--- src/logic/host_ctl_pkg.sv ---
// shared constants and types for the host control block
package host_ctl_pkg;
  // ****************************************
  // widths and addresses
  // ****************************************
  localparam int          DATA_W            = 32;
  localparam logic [31:0] DEFAULT_SCP_ADDR  = 32'h00FFFFF6;
  localparam logic [31:0] WORD_RESET        = 32'h00000000;
  // direct access opcode lives in the low bits of the first word
  localparam int          OPC_LSB           = 0;
  localparam int          OPC_W             = 4;
  localparam logic [3:0]  OPC_SW_RESET      = 4'h0;
  localparam logic [3:0]  OPC_SELF_TEST     = 4'h1;
  localparam logic [3:0]  OPC_ALT_SCP       = 4'h2;
  localparam logic [3:0]  OPC_DUMP          = 4'h3;
  // ****************************************
  // reset qualification counts
  // ****************************************
  localparam logic [2:0]  RST_SYS_CYCLES    = 3'h5;
  localparam logic [2:0]  RST_TX_CYCLES     = 3'h4;
  localparam logic [2:0]  CNT_ZERO          = 3'h0;
  localparam logic [1:0]  TOG_ZERO          = 2'h0;

  typedef enum logic [1:0] {
    ST_IDLE,
    ST_INIT,
    ST_RUN
  } unit_state_t;
endpackage : host_ctl_pkg

--- src/logic/tx_clock_counter.sv ---
// transmit clock edge detector feeding the reset qualifier
`timescale 1ns/1ps
`default_nettype none
module tx_clock_counter (
  input  wire logic clock,
  input  wire logic reset_n,
  input  wire logic serial_tx_clock,
  output logic      tx_rise
);
  logic [2:0] sync_r;
  logic [2:0] sync_nxt;
  logic       rise_nxt;

  // two-stage synchroniser then a third stage for edge detection
  always_comb begin
    sync_nxt = {sync_r[1:0], serial_tx_clock};
    rise_nxt = sync_r[1] & ~sync_r[2];
  end

  always_ff @(posedge clock) begin
    if (!reset_n) begin
      sync_r  <= 3'h0;
      tx_rise <= 1'b0;
    end else begin
      sync_r  <= sync_nxt;
      tx_rise <= rise_nxt;
    end
  end
endmodule : tx_clock_counter
`default_nettype wire

--- src/logic/lan_coproc_host_control.sv ---
// host facing control of the LAN coprocessor: port access, reset, wakeup, interrupt
`timescale 1ns/1ps
`default_nettype none
module lan_coproc_host_control (
  input  wire logic        clock,
  input  wire logic        reset_n,
  input  wire logic        reset_pin,
  input  wire logic        serial_tx_clock,
  input  wire logic        port_strobe,
  input  wire logic [31:0] data_bus,
  input  wire logic        host_wakeup_strobe,
  input  wire logic        byte_order_select,
  input  wire logic        int_active_low,
  input  wire logic        scb_changed,
  output logic             int_pin,
  output logic             little_endian,
  output logic             device_reset,
  output logic             init_start,
  output logic [31:0]      fetch_addr,
  output logic             cmd_start,
  output logic             dump_start,
  output logic [31:0]      dump_addr,
  output logic             self_test_start,
  output logic [31:0]      self_test_addr
);
  // ****************************************
  // pin synchronisers
  // ****************************************
  logic [1:0] rst_s_r, ca_s_r, port_s_r, le_s_r, pol_s_r;
  logic       ca_d_r, port_d_r, tx_rise;
  logic [31:0] bus_s0_r, bus_s1_r; // data bus stages, read only through the second one

  // first stages feed only the second stages
  always_ff @(posedge clock) begin
    if (!reset_n) begin
      rst_s_r  <= 2'h0;
      ca_s_r   <= 2'h0;
      port_s_r <= 2'h0;
      le_s_r   <= 2'h0;
      pol_s_r  <= 2'h0;
      bus_s0_r <= host_ctl_pkg::WORD_RESET;
      bus_s1_r <= host_ctl_pkg::WORD_RESET;
      ca_d_r   <= 1'b0;
      port_d_r <= 1'b0;
    end else begin
      rst_s_r  <= {rst_s_r[0], reset_pin};
      ca_s_r   <= {ca_s_r[0], host_wakeup_strobe};
      port_s_r <= {port_s_r[0], port_strobe};
      le_s_r   <= {le_s_r[0], byte_order_select};
      pol_s_r  <= {pol_s_r[0], int_active_low};
      // the host holds the word steady around the strobe, so equal delay keeps it aligned with port_rise
      bus_s0_r <= data_bus;
      bus_s1_r <= bus_s0_r;
      ca_d_r   <= ca_s_r[1];
      port_d_r <= port_s_r[1];
    end
  end

  wire ca_fall   = ca_d_r & ~ca_s_r[1];
  wire port_rise = port_s_r[1] & ~port_d_r;

  tx_clock_counter u_txc (
    .clock           (clock),
    .reset_n         (reset_n),
    .serial_tx_clock (serial_tx_clock),
    .tx_rise         (tx_rise)
  );

  // ****************************************
  // reset qualification
  // ****************************************
  logic [2:0] sys_cnt_r, sys_cnt_nxt, tx_cnt_r, tx_cnt_nxt;
  logic       rst_now;

  // both counters must saturate while the pin stays high; sw reset joins in
  always_comb begin
    sys_cnt_nxt = sys_cnt_r;
    tx_cnt_nxt  = tx_cnt_r;
    if (!rst_s_r[1]) begin
      sys_cnt_nxt = host_ctl_pkg::CNT_ZERO;
      tx_cnt_nxt  = host_ctl_pkg::CNT_ZERO;
    end else begin
      if (sys_cnt_r != host_ctl_pkg::RST_SYS_CYCLES) sys_cnt_nxt = sys_cnt_r + 3'h1;
      if (tx_rise && tx_cnt_r != host_ctl_pkg::RST_TX_CYCLES) tx_cnt_nxt = tx_cnt_r + 3'h1;
    end
  end

  assign rst_now = (sys_cnt_r == host_ctl_pkg::RST_SYS_CYCLES) &&
                   (tx_cnt_r == host_ctl_pkg::RST_TX_CYCLES);

  always_ff @(posedge clock) begin
    if (!reset_n) begin
      sys_cnt_r <= host_ctl_pkg::CNT_ZERO;
      tx_cnt_r  <= host_ctl_pkg::CNT_ZERO;
    end else begin
      sys_cnt_r <= sys_cnt_nxt;
      tx_cnt_r  <= tx_cnt_nxt;
    end
  end

  // ****************************************
  // port access capture and decode
  // ****************************************
  logic [31:0] word0_r, word0_nxt, word1_r, word1_nxt, scp_r, scp_nxt;
  logic        half_r, half_nxt, done_nxt, sw_rst_r, sw_rst_nxt;
  logic        dump_nxt, st_nxt;
  logic [3:0]  opc;

  // decode happens only on the completing second strobe
  always_comb begin
    word0_nxt  = word0_r;
    word1_nxt  = word1_r;
    scp_nxt    = scp_r;
    half_nxt   = half_r;
    done_nxt   = 1'b0;
    sw_rst_nxt = 1'b0;
    dump_nxt   = 1'b0;
    st_nxt     = 1'b0;
    opc        = word0_r[host_ctl_pkg::OPC_LSB +: host_ctl_pkg::OPC_W];
    if (port_rise) begin
      if (!half_r) word0_nxt = bus_s1_r;
      else word1_nxt = bus_s1_r;
      half_nxt = ~half_r;
      done_nxt = half_r;
    end
    if (done_nxt) begin
      case (opc)
        host_ctl_pkg::OPC_SW_RESET:  sw_rst_nxt = 1'b1;
        host_ctl_pkg::OPC_SELF_TEST: st_nxt = 1'b1;
        host_ctl_pkg::OPC_ALT_SCP:   scp_nxt = bus_s1_r;
        host_ctl_pkg::OPC_DUMP:      dump_nxt = 1'b1;
        default:                     done_nxt = 1'b0;
      endcase
    end
    if (rst_now) begin
      half_nxt = 1'b0;
      scp_nxt  = host_ctl_pkg::DEFAULT_SCP_ADDR;
    end
  end

  always_ff @(posedge clock) begin
    if (!reset_n) begin
      word0_r         <= host_ctl_pkg::WORD_RESET;
      word1_r         <= host_ctl_pkg::WORD_RESET;
      scp_r           <= host_ctl_pkg::DEFAULT_SCP_ADDR;
      half_r          <= 1'b0;
      sw_rst_r        <= 1'b0;
      dump_start      <= 1'b0;
      dump_addr       <= host_ctl_pkg::WORD_RESET;
      self_test_start <= 1'b0;
      self_test_addr  <= host_ctl_pkg::WORD_RESET;
    end else begin
      word0_r         <= word0_nxt;
      word1_r         <= word1_nxt;
      scp_r           <= scp_nxt;
      half_r          <= half_nxt;
      sw_rst_r        <= sw_rst_nxt;
      dump_start      <= dump_nxt;
      self_test_start <= st_nxt;
      if (dump_nxt) dump_addr <= bus_s1_r;
      if (st_nxt) self_test_addr <= bus_s1_r;
    end
  end

  // ****************************************
  // unit sequencing and outputs
  // ****************************************
  host_ctl_pkg::unit_state_t st_r, st_nxt_s;
  logic any_rst, int_lvl_r, int_lvl_nxt;
  assign any_rst = rst_now | sw_rst_r;

  // first wakeup after reset initialises, later ones run commands
  always_comb begin
    st_nxt_s = st_r;
    case (st_r)
      host_ctl_pkg::ST_IDLE: if (ca_fall) st_nxt_s = host_ctl_pkg::ST_INIT;
      host_ctl_pkg::ST_INIT: st_nxt_s = host_ctl_pkg::ST_RUN;
      host_ctl_pkg::ST_RUN:  st_nxt_s = host_ctl_pkg::ST_RUN;
      default:               st_nxt_s = host_ctl_pkg::ST_IDLE;
    endcase
    if (any_rst) st_nxt_s = host_ctl_pkg::ST_IDLE;
    // one cycle pulse per change gives a fresh edge; back to back changes merge into one
    int_lvl_nxt = int_lvl_r;
    if (any_rst) int_lvl_nxt = 1'b0;
    else if (scb_changed) int_lvl_nxt = 1'b1;
    else int_lvl_nxt = 1'b0;
  end

  always_ff @(posedge clock) begin
    if (!reset_n) begin
      st_r          <= host_ctl_pkg::ST_IDLE;
      int_lvl_r     <= 1'b0;
      int_pin       <= 1'b0;
      little_endian <= 1'b0;
      device_reset  <= 1'b0;
      init_start    <= 1'b0;
      fetch_addr    <= host_ctl_pkg::DEFAULT_SCP_ADDR;
      cmd_start     <= 1'b0;
    end else begin
      st_r          <= st_nxt_s;
      int_lvl_r     <= int_lvl_nxt;
      int_pin       <= int_lvl_nxt ^ pol_s_r[1];
      little_endian <= le_s_r[1];
      device_reset  <= any_rst;
      init_start    <= ca_fall && !any_rst && st_r == host_ctl_pkg::ST_IDLE;
      if (ca_fall && st_r == host_ctl_pkg::ST_IDLE) fetch_addr <= scp_r;
      cmd_start     <= ca_fall && !any_rst && st_r == host_ctl_pkg::ST_RUN;
    end
  end

  // ****************************************
  // checks
  // ****************************************
  a_reset_needs_counts: assert property (@(posedge clock) disable iff (!reset_n)
    rst_now |-> $past(rst_s_r[1], 5)) else $error("reset before five clocks");
  a_cmd_after_init: assert property (@(posedge clock) disable iff (!reset_n)
    cmd_start |-> st_r == host_ctl_pkg::ST_RUN) else $error("command before init");
  a_init_on_fall: assert property (@(posedge clock) disable iff (!reset_n)
    init_start |-> $past(ca_fall)) else $error("init without wakeup");
  // pin to output is three flops, so compare against the pin itself
  a_byte_order: assert property (@(posedge clock) disable iff (!reset_n)
    ##3 little_endian == $past(byte_order_select, 3)) else $error("byte order wrong");
  a_port_second: assert property (@(posedge clock) disable iff (!reset_n)
    dump_start |-> !half_r) else $error("dump on first word");
  a_capture_word: assert property (@(posedge clock) disable iff (!reset_n)
    (port_rise && !half_r) |=> word0_r == $past(data_bus, 3)) else $error("word not captured");
  a_int_polarity: assert property (@(posedge clock) disable iff (!reset_n)
    ##3 int_pin == (($past(scb_changed) & ~$past(any_rst)) ^ $past(int_active_low, 3))) else $error("int polarity");
  a_reset_aborts: assert property (@(posedge clock) disable iff (!reset_n)
    device_reset |-> st_r == host_ctl_pkg::ST_IDLE) else $error("reset not aborting");
endmodule : lan_coproc_host_control
`default_nettype wire

--- config.mk ---
export PLATFORM = sky130hd
export DESIGN_NAME = lan_coproc_host_control
export DESIGN_NICKNAME = d
export VERILOG_FILES = /design/src/logic/host_ctl_pkg.sv /design/src/logic/tx_clock_counter.sv /design/src/logic/lan_coproc_host_control.sv
export SDC_FILE = /design/constraint.sdc
export NUM_CORES = 1
export LEC_CHECK = 0
export BUFFER_PORTS_ARGS = -buffer_cell sky130_fd_sc_hd__buf_2
export CAP_MARGIN = 20
export CORE_UTILIZATION = 55
export DETAILED_ROUTE_END_ITERATION = 16
export GPL_TIMING_DRIVEN = 0
export PLACE_DENSITY_LB_ADDON = 0.08
export SETUP_SLACK_MARGIN = 0.5
export SLEW_MARGIN = 20
export SYNTH_ARGS = -nofsm -noshare
export SYNTH_HDL_FRONTEND = slang
export SYNTH_SLANG_ARGS = --single-unit
--- constraint.sdc ---
create_clock -name clock -period 1.7 [get_ports clock]
set_input_delay 0.085 -clock clock [delete_from_list [all_inputs] [get_ports clock]]
set_output_delay 0.085 -clock clock [all_outputs]
set_load 0.01 [all_outputs]
==> results of run 1 <==
## worst register-to-register path: stages (launching register included)
cell     delay [ns]
dfxtp_2        0.33
or3b_4         0.41
buf_8          0.14
nor2_8         0.12
buf_4          0.14
buf_12         0.14
mux2i_2        0.25
## Yosys cell counts (all sizes together)
cell type / number / area (µm²)
and4b: 1 / 10.0
o21ai: 33 / 165
nand3: 77 / 385
nand4b: 2 / 17.5
a21oi: 12 / 60.1
buf: 13 / 123
nand2b: 2 / 12.5
or3: 1 / 6.26
a211oi: 2 / 15.0
nor2b: 6 / 37.5
xnor2: 3 / 26.3
clkbuf: 42 / 159
ha: 6 / 75.1
mux2i: 70 / 701
nand2: 167 / 627
and2: 81 / 507
dfxtp: 229 / 4580
or3b: 1 / 8.76
and3b: 1 / 8.76
and3: 1 / 6.26
nor2: 11 / 57.6
inv: 7 / 26.3
nor3: 6 / 30.0
nand3b: 1 / 7.51
a21boi: 12 / 90.1
and2b: 1 / 7.51
nand4: 2 / 12.5
and4bb: 1 / 12.5
nor3b: 3 / 32.5
nand4bb: 1 / 11.3
## logic make-up (layout without fill, tap and decap cells)
family	count (synthesis)	in the layout
AO/OA/AOI/OAI	59	59
XOR/XNOR	3	3
adder cells (fa/ha/maj)	6	6
buffers and inverters	62	349
flip-flops	229	229
multiplexers	70	70
AND/OR/NAND/NOR	366	366
## flip-flops by register name, summed over array words and instances, names as in the netlist, 2 cells and up
signal          cells
le_s_r              2
bus_s1_r           32
dump_addr          32
st_r                2
bus_s0_r           32
word0_r             4
sys_cnt_r           3
ca_s_r              2
rst_s_r             2
tx_cnt_r            3
self_test_addr     32
pol_s_r             2
scp_r              32
fetch_addr         32
port_s_r            2
u_txc.sync_r        3
## layout by cell type, fill, tap and decap left out, drive strengths merged, types with 3 or more instances in the layout
master and n:
a21boi 12, a21oi 12, and2 81, buf 221
clkbuf 77, dfxtp 229, dlygate4sd3 40, ha 6
inv 8, mux2i 70, nand2 167, nand3 77
nor2 11, nor2b 6, nor3 6, nor3b 3
o21ai 33, xnor2 3
## final cells by class
class | count | area, µm² | area share [%]
Sequential cell | 229 | 4600 | 39.6
Multi-Input combinational cell | 504 | 3600 | 31.0
Timing Repair Buffer | 247 | 1890 | 16.3
Clock buffer | 36 | 694 | 5.99
Buffer | 55 | 500 | 4.31
Tap cell | 180 | 225 | 1.94
Clock inverter | 4 | 73.8 | 0.636
Inverter | 7 | 26.3 | 0.226
## per-stage QoR
stage / cells / setup TNS, ns / utilization [%] / worst slack, ns / hold slack (ns)
6_report: 1262 / 0 / 83.6 / 0.0654 / 0.259
5_1_grt: 1262 / 0 / 83.6 / 0.0270 / 0.301
4_1_cts: 1247 / 0 / 80.7 / 0.0792 / 0.230
3_5_place_dp: 1118 / -0.690 / 64.4 / -0.0732 / 0.295
3_3_place_gp: 1118 / -0.160 / 64.4 / -0.0241 / 0.291
2_1_floorplan: 795 / 0 / - / 0.323 / 0.212
## power breakdown
| part | switching, µW | leakage (µW) | total, µW | internal, µW |
|---|---|---|---|---|
| Clock | 2020 | 0.000378 | 5110 | 3090 |
| Combinational | 322 | 0.00283 | 628 | 307 |
| Sequential | 57.2 | 0.00187 | 5530 | 5480 |
| Total | 2390 | 0.00507 | 11300 | 8880 |
## metal layers
| metal | part of all wire, % | track usage (%) | routed length, µm |
|---|---|---|---|
| met5 | 0 | 0 | 0 |
| met4 | 2.8 | 8.80 | 620 |
| met3 | 6.0 | 5.08 | 1360 |
| met2 | 49 | 50.2 | 11000 |
| met1 | 42 | 36.6 | 9520 |
## worst max path at each step
stage | to | cells past startpoint | slack, ns | startpoint
floorplan | dump_addr[10]$_SDFFE_PN0P_ | 5 | 0.32 | word0_r[2]$_SDFFE_PN0P_
global placement | scp_r[9]$_SDFFE_PP1P_ | 4 | -0.02 | port_s_r[1]$_SDFF_PN0_
detailed placement | scp_r[9]$_SDFFE_PP1P_ | 4 | -0.07 | port_s_r[1]$_SDFF_PN0_
CTS | dump_addr[24]$_SDFFE_PN0P_ | 7 | 0.08 | port_d_r$_SDFF_PN0_
global route | scp_r[9]$_SDFFE_PP1P_ | 7 | 0.03 | port_d_r$_SDFF_PN0_
finish | dump_addr[4]$_SDFFE_PN0P_ | 6 | 0.07 | port_d_r$_SDFF_PN0_
## timing repair
action	CTS	global route
setup buffers	36	15
pin swaps	40	33
cloned	13	0
gates resized for setup	156	81
endpoints found under the hold margin	41	0
endpoints found under the setup margin	138	139
hold buffers	40	0
==> run_results.csv, run 1 <==
group,metric,value,unit
finish,nets,1114,
logic_synthesis,synthMuxAreaShare,8.96,%
clock_network,clk_pin_slew,0.06,ns
floorplan,fp.dieArea,14700,µm²
routing,wl_per_cell,17.9,µm
clock_network,cts_tree,"yes",
global_route,antenna_found_initial,0,
clock_network,clk_path_buf_depth,3,
routing,viasPerCell,5.28,
routing,vias,6658,
global_route,grt.total_usage,28.9,%
floorplan,coreArea,13900,µm²
setup_path,cp.arrival,2.04,ns
clock_network,cts-root-buf,"clkbuf_16",
setup_path,path_class,"reg -> reg",
finish,syn2layout_area_growth,48.3,%
setup_path,slowest_delay,0.41,ns
setup_path,cp_top_family,"simple AND/OR/NAND/NOR gates",
setup_path,critical_path.endpoint_type,"flop",
logic_synthesis,synth_xor_area_share,0.336,%
min_path,min_to,"sw_rst_r$_SDFF_PN0_",
setup_path,cpMaxStageDelayCell,"or3b_4",
finish,drive_gt1_share,37.8,%
routing,wirelength,22500,µm
clock_network,numCtsBuffers,23,
routing,dr.first_iter.drc_count,412,
pwr,powerDensity,972,nW/µm²
logic_synthesis,yosysWarnings,0,
routing,drtAntennaViolNets,0,
setup_path,rr_startpoint,"port_d_r$_SDFF_PN0_",
global_route,grt_max_degree,14,
floorplan,pin_count,144,
min_path,worstHoldPathType,"in -> reg",
setup_path,r2r_end,"dump_addr[4]$_SDFFE_PN0P_",
logic_synthesis,ys_seq_area_share,58.6,%
timing,tightest_slew,0.762,ns
status,status,"completed",
finish,design_area,11600,µm²
finish,n_fill_cell,783,
logic_synthesis,synthesis.instances,795,
logic_synthesis,synth_compound_area_share,4.22,%
timing,min_period,1.63,ns
logic_synthesis,post_synth_fa_ha_maj_area_fraction,0.960,%
logic_synthesis,postSynthAreaPerCell,9.84,µm²
setup_path,critPathRequiredTime,2.11,ns
logic_synthesis,synth_nets,842,
pwr,irDropWorstVdd,0.000843,V
setup_path,worst_r2r_path_depth,6,
floorplan,row_count,43,
setup_path,crit_chain,"or3b_4 -> buf_8 -> nor2_8 -> buf_4 -> buf_12 -> mux2i_2",
global_route,overflow,0,
timing,setup_viol,0,
logic_synthesis,yosys.area_share.simple,23.0,%
clock_network,clock_sinks,229,
logic_synthesis,synth_top_family_by_area,"simple AND/OR/NAND/NOR gates",
floorplan,die_h,121,µm
min_path,hold_start,"reset_n",
timing,finalHoldViolCount,0,
timing,drv_slew,0,
timing,skew,0.00943,ns
floorplan,initial_utilization,56.4,%
setup_path,timing.reg2reg.setup_slack,0.07,ns
logic_synthesis,synth_cell_type_count,39,
clock_network,h-tree-depth,1,
timing,relSlewSlack,49.2,%
logic_synthesis,ys_ff_latch,229,
setup_path,startpoint_type,"flop",
clock_network,clk_latency,0.50,ns
setup_path,crit_buf_inv,3,
place,dpl_cell_area,8930,µm²
place,io_buffers,143,
place,hpwl,13100,µm
pwr,p_total,11300,µW
floorplan,die_x,121,µm
routing,drtPass1Iterations,5,
timing,timing.fmax,0.612,GHz
timing,rsz0062_at_grt,"yes",
min_path,holdPathStages,4,
routing,drc_errors,0,
run,cap_violations,0,
global_route,grt_pass1_vias,6436,
place,gp_congestion,0.837,
setup_path,crit_fanout,10,
timing,post-route-period-util,96.2,%
pwr,p_leak,0.00507,µW
global_route,grt_pass1_wl,33000,µm
logic_synthesis,syn_area,7820,µm²
finish,antenna_cells,0,
Power figures use the tool's default switching activity.
==> run 2: changes to the inputs <==
--- a/config.mk
+++ b/config.mk
@@ -5,7 +5,7 @@
 export SDC_FILE = /design/constraint.sdc
 export NUM_CORES = 1
 export LEC_CHECK = 0
-export BUFFER_PORTS_ARGS = -buffer_cell sky130_fd_sc_hd__buf_2
+export BUFFER_PORTS_ARGS = -buffer_cell sky130_fd_sc_hd__buf_4
 export CAP_MARGIN = 20
 export CORE_UTILIZATION = 55
 export DETAILED_ROUTE_END_ITERATION = 16
==> run_results.csv, run 2 (same netlist as run 1, synthesis figures left out) <==
group,metric,value,unit
status,status,"completed",
setup_path,crit_chain,"or3b_4 -> buf_8 -> nor2_8 -> buf_12 -> mux2i_2",
timing,whs,0.114,ns
routing,dr.first_iter.drc_count,343,
floorplan,pin_count,144,
pwr,powerDensity,931,nW/µm²
pwr,p_switching,2410,µW
finish,nets,1096,
routing,viasPerCell,5.40,
routing,drtPass1Iterations,4,
global_route,overflow,0,
place,io_buffers,143,
setup_path,rr_startpoint,"port_d_r$_SDFF_PN0_",
setup_path,slowest_delay,0.38,ns
place,hpwl,13200,µm
setup_path,cp.arrival,1.99,ns
timing,min_period,1.57,ns
setup_path,crit_end,"dump_addr[2]$_SDFFE_PN0P_",
timing,finalHoldViolCount,0,
setup_path,startpoint_type,"flop",
clock_network,numCtsBuffers,23,
place,dpl_cell_area,9290,µm²
clock_network,clock_sinks,229,
floorplan,fp.dieArea,14700,µm²
global_route,grt.total_usage,30.1,%
setup_path,crit_buf_inv,2,
global_route,grt_pass1_wl,34100,µm
timing,timing.fmax,0.635,GHz
finish,design_area,11700,µm²
setup_path,worst_r2r_path_depth,5,
place,dp_cells,1118,
setup_path,timing.reg2reg.setup_slack,0.13,ns
routing,drc_errors,0,
pwr,power.internal,8490,µW
pwr,p_leak,0.00507,µW
setup_path,critical_path.endpoint_type,"flop",
routing,wl_per_cell,18.9,µm
floorplan,row_count,43,
setup_path,path_class,"reg -> reg",
timing,tightest_slew,0.780,ns
floorplan,initial_utilization,56.4,%
pwr,irDropWorstVdd,0.000642,V
setup_path,critPathRequiredTime,2.12,ns
setup_path,cp_top_family,"simple AND/OR/NAND/NOR gates",
global_route,antenna_found_initial,0,
routing,vias,6713,
clock_network,cts_tree,"yes",
floorplan,die_x,121,µm
place,gp_congestion,0.865,
setup_path,crit_fanout,10,
finish,final_cells,1244,
min_path,worstHoldPathType,"in -> reg",
timing,skew,0.0211,ns
routing,wirelength,23500,µm
setup_path,cpMaxStageDelayCell,"or3b_4",
timing,drv_slew,0,
run,cap_violations,0,
floorplan,coreArea,13900,µm²
timing,relSlewSlack,48.0,%
clock_network,clk_latency,0.51,ns
setup_path,r2r_end,"dump_addr[2]$_SDFFE_PN0P_",
global_route,grt_pass1_vias,6746,
floorplan,die_h,121,µm
timing,rsz0062_at_grt,"yes",
finish,antenna_cells,0,
clock_network,clk_path_buf_depth,3,
clock_network,clk_pin_slew,0.07,ns
global_route,grt_max_degree,14,
timing,post-route-period-util,92.6,%
setup_path,worstSetupStartpoint,"port_d_r$_SDFF_PN0_",
timing,setup_viol,0,
clock_network,cts-root-buf,"clkbuf_16",
finish,final_common_cell,"dfxtp_1",
pwr,seq_power_share,50.8,%
finish,layout_common_cells,"218 x dfxtp_1, 169 x buf_4, 135 x nand2_1",
finish,drive_gt1_share,36.5,%
routing,drtAntennaViolNets,0,
pwr,power_frac_comb,6.2,%
pwr,clkPwrFrac,43.0,%
pwr,swShare,22.1,%
clock_network,h-tree-depth,1,
finish,syn2layout_area_growth,49.7,%
setup_path,crit_cells,5,
[run 2: power by group through the flow]
stage	registers [µW]	clock network (µW)	logic, µW
final	5540	4690	676
after global routing	5540	4920	720
after CTS	5530	4660	602
after detailed placement	5650	0	429
after global placement	5650	0	418
after floorplan	5640	0	238
[run 2: repair_timing]
action,in CTS,in global routing
endpoints found under the hold margin,39,0
gates cloned,10,3
resized for setup,159,68
pin swaps,47,35
hold buffers,39,0
setup buffers,26,8
setup endpoints to repair,139,140
[run 2: tightest hold or removal path: stages]
cell and delay (ns):
buf_4 0.13, and2_4 0.17, clkbuf_8 0.15, nand3_1 0.06
[run 2: area by class of cell]
class	instances	area, µm²
inverter	7	26.3
timing repair buffer	229	2050
buffer	55	551
fill	707	2170
sequential	229	4600
tap	180	225
clock buffer	35	661
multi-input combinational	504	3580
clock inverter	5	25.0
[run 2: worst min path at each step]
stage	end	cells past startpoint	startpoint	slack (ns)
floorplan	bus_s0_r[0]$_SDFF_PN0_	1	data_bus[0]	0.21
global placement	bus_s0_r[18]$_SDFF_PN0_	2	data_bus[18]	0.29
CTS	scp_r[2]$_SDFFE_PP1P_	3	reset_n	0.007
detailed placement	bus_s0_r[28]$_SDFF_PN0_	2	data_bus[28]	0.30
global route	scp_r[13]$_SDFFE_PP1P_	4	reset_n	0.12
finish	scp_r[7]$_SDFFE_PP1P_	4	reset_n	0.11
[run 2: through the flow]
step	power, µW	TNS, ns	setup slack [ns]	utilization, %
after floorplan	5870	0	0.323	-
after global placement	6060	-0.00708	-0.00395	66.9
after detailed placement	6080	-0.134	-0.0201	66.9
after CTS	10800	0	0.182	81.8
after global routing	11200	0	0.0876	84.4
final	10900	0	0.126	84.4
[run 2: routing by layer]
metal	GRT usage, %	vias up	wire length [µm]
li1	-	3123	-
met1	36.8	3262	9400
met2	53.0	268	12000
met3	5.22	60	1440
met4	10.6	0	747
met5	0	-	0
==> run 3: changes to the inputs <==
--- a/config.mk
+++ b/config.mk
@@ -7,11 +7,14 @@
 export LEC_CHECK = 0
 export BUFFER_PORTS_ARGS = -buffer_cell sky130_fd_sc_hd__buf_4
 export CAP_MARGIN = 20
-export CORE_UTILIZATION = 55
+export CELL_PAD_IN_SITES_DETAIL_PLACEMENT = 1
+export CELL_PAD_IN_SITES_GLOBAL_PLACEMENT = 1
+export CORE_UTILIZATION = 42
 export DETAILED_ROUTE_END_ITERATION = 16
 export GPL_TIMING_DRIVEN = 0
 export PLACE_DENSITY_LB_ADDON = 0.08
 export SETUP_SLACK_MARGIN = 0.5
+export SKIP_CTS_REPAIR_TIMING = 1
 export SLEW_MARGIN = 20
 export SYNTH_ARGS = -nofsm -noshare
 export SYNTH_HDL_FRONTEND = slang
==> run_results.csv, run 3 (same netlist as run 1, synthesis figures left out) <==
group,metric,value,unit
finish,drive_gt1_share,33.2,%
place,io_buffers,143,
floorplan,coreArea,18100,µm²
routing,wirelength,25000,µm
floorplan,pin_count,144,
routing,viasPerCell,5.08,
floorplan,row_count,49,
routing,wl_per_cell,19.4,µm
finish,n_fill_cell,1937,
setup_path,crit_chain,"or3b_4 -> buf_6 -> nor2_8 -> buf_12 -> buf_12 -> mux2i_2",
routing,drtAntennaViolNets,0,
global_route,antenna_found_initial,0,
finish,final_common_cell,"dfxtp_1",
clock_network,numCtsBuffers,24,
finish,antenna_cells,0,
global_route,overflow,0,
timing,rsz0062_at_grt,"yes",
floorplan,die_x,138,µm
timing,drv_slew,0,
clock_network,cts-root-buf,"clkbuf_16",
timing,finalHoldViolCount,0,
timing,relSlewSlack,47.9,%
setup_path,slowest_delay,0.39,ns
timing,setup_viol,0,
timing,min_period,1.60,ns
setup_path,cpMaxStageDelayCell,"or3b_4",
setup_path,cp_top_family,"simple AND/OR/NAND/NOR gates",
setup_path,critPathRequiredTime,2.12,ns
clock_network,h-tree-depth,1,
timing,whs,0.115,ns
timing,tightest_slew,0.781,ns
place,gp_congestion,0.811,
finish,regArea,4610,µm²
global_route,grt_pass1_vias,6457,
routing,drc_errors,15,
clock_network,cts_tree,"yes",
setup_path,path_class,"reg -> reg",
timing,timing.fmax,0.624,GHz
setup_path,critical_path.endpoint_type,"flop",
clock_network,clock_sinks,229,
timing,skew,0.00501,ns
setup_path,cpMostUsedCell,"buf_12",
finish,syn2layout_area_growth,46.8,%
run,cap_violations,0,
status,status,"finished, violations left",
global_route,grt_max_degree,14,
pwr,p_leak,0.00491,µW
status,violations,"design-rule violations",
finish,layout_common_cells,"218 x dfxtp_1, 170 x buf_4, 142 x nand2_1",
pwr,p_total,11200,µW
routing,dr.first_iter.drc_count,248,
setup_path,startpoint_type,"flop",
routing,drtPass1Iterations,10,
floorplan,fp.dieArea,19200,µm²
place,hpwl,15500,µm
timing,setup_ws,0.0964,ns
place,dpl_worst_slack,-0.144,ns
floorplan,initial_utilization,43.3,%
finish,nets,1090,
global_route,grt.total_usage,22.2,%
setup_path,crit_fanout,6,
pwr,powerDensity,976,nW/µm²
finish,multi_input_area,3360,µm²
clock_network,clk_pin_slew,0.06,ns
setup_path,cp.arrival,2.03,ns
global_route,grt_pass1_wl,33900,µm
clock_network,clk_latency,0.51,ns
setup_path,crit_buf_inv,3,
clock_network,clk_path_buf_depth,3,
min_path,worstHoldPathType,"in -> reg",
routing,vias,6542,
timing,post-route-period-util,94.3,%
floorplan,die_h,138,µm
pwr,irDropWorstVdd,0.000606,V
[run 3: worst paths after layout]
path,start,endpoint,slack [ns],cells past startpoint
min,reset_n,scp_r[17]$_SDFFE_PP1P_,0.12,4
max,port_d_r$_SDFF_PN0_,dump_addr[16]$_SDFFE_PN0P_,0.1,6
max reg2reg,port_d_r$_SDFF_PN0_,dump_addr[16]$_SDFFE_PN0P_,0.1,6
min reg2reg,u_txc.sync_r[2]$_SDFF_PN0_,u_txc.tx_rise$_SDFF_PN0_,0.39,1
[run 3: cell type report]
class / instances / area share [%]
tap: 229 / 2.50
timing repair buffer: 222 / 16.9
sequential: 229 / 40.1
buffer: 55 / 4.41
clock inverter: 4 / 0.207
multi-input combinational: 504 / 29.3
clock buffer: 37 / 6.37
inverter: 7 / 0.229
[run 3: layer usage]
metal | part of all wire, % | vias up | GRT usage [%]
met3 | 4.2 | 34 | 4.16
met1 | 43 | 3233 | 27.9
li1 | - | 3114 | -
met5 | 0 | - | 0
met4 | 1.6 | 0 | 5.80
met2 | 51 | 161 | 38.8
[run 3: worst min-delay path, stage by stage]
cell	delay, ns
buf_4	0.13
and2_4	0.19
buf_6	0.13
nand3_1	0.05
[run 3: per-stage QoR]
stage	setup TNS, ns	instances	instance area, µm²	util [%]
finish	0	1287	11500	63.5
global route	0	1287	11500	63.5
CTS	-1.73	1208	10100	55.9
detailed placement	-1.13	1167	9350	51.7
global placement	-0.840	1167	9350	51.7
floorplan	0	795	7990	-
[run 3: where the power goes]
| group | switching [µW] | internal, µW |
|---|---|---|
| combinational | 312 | 309 |
| clock | 2110 | 2940 |
| sequential | 60.3 | 5470 |
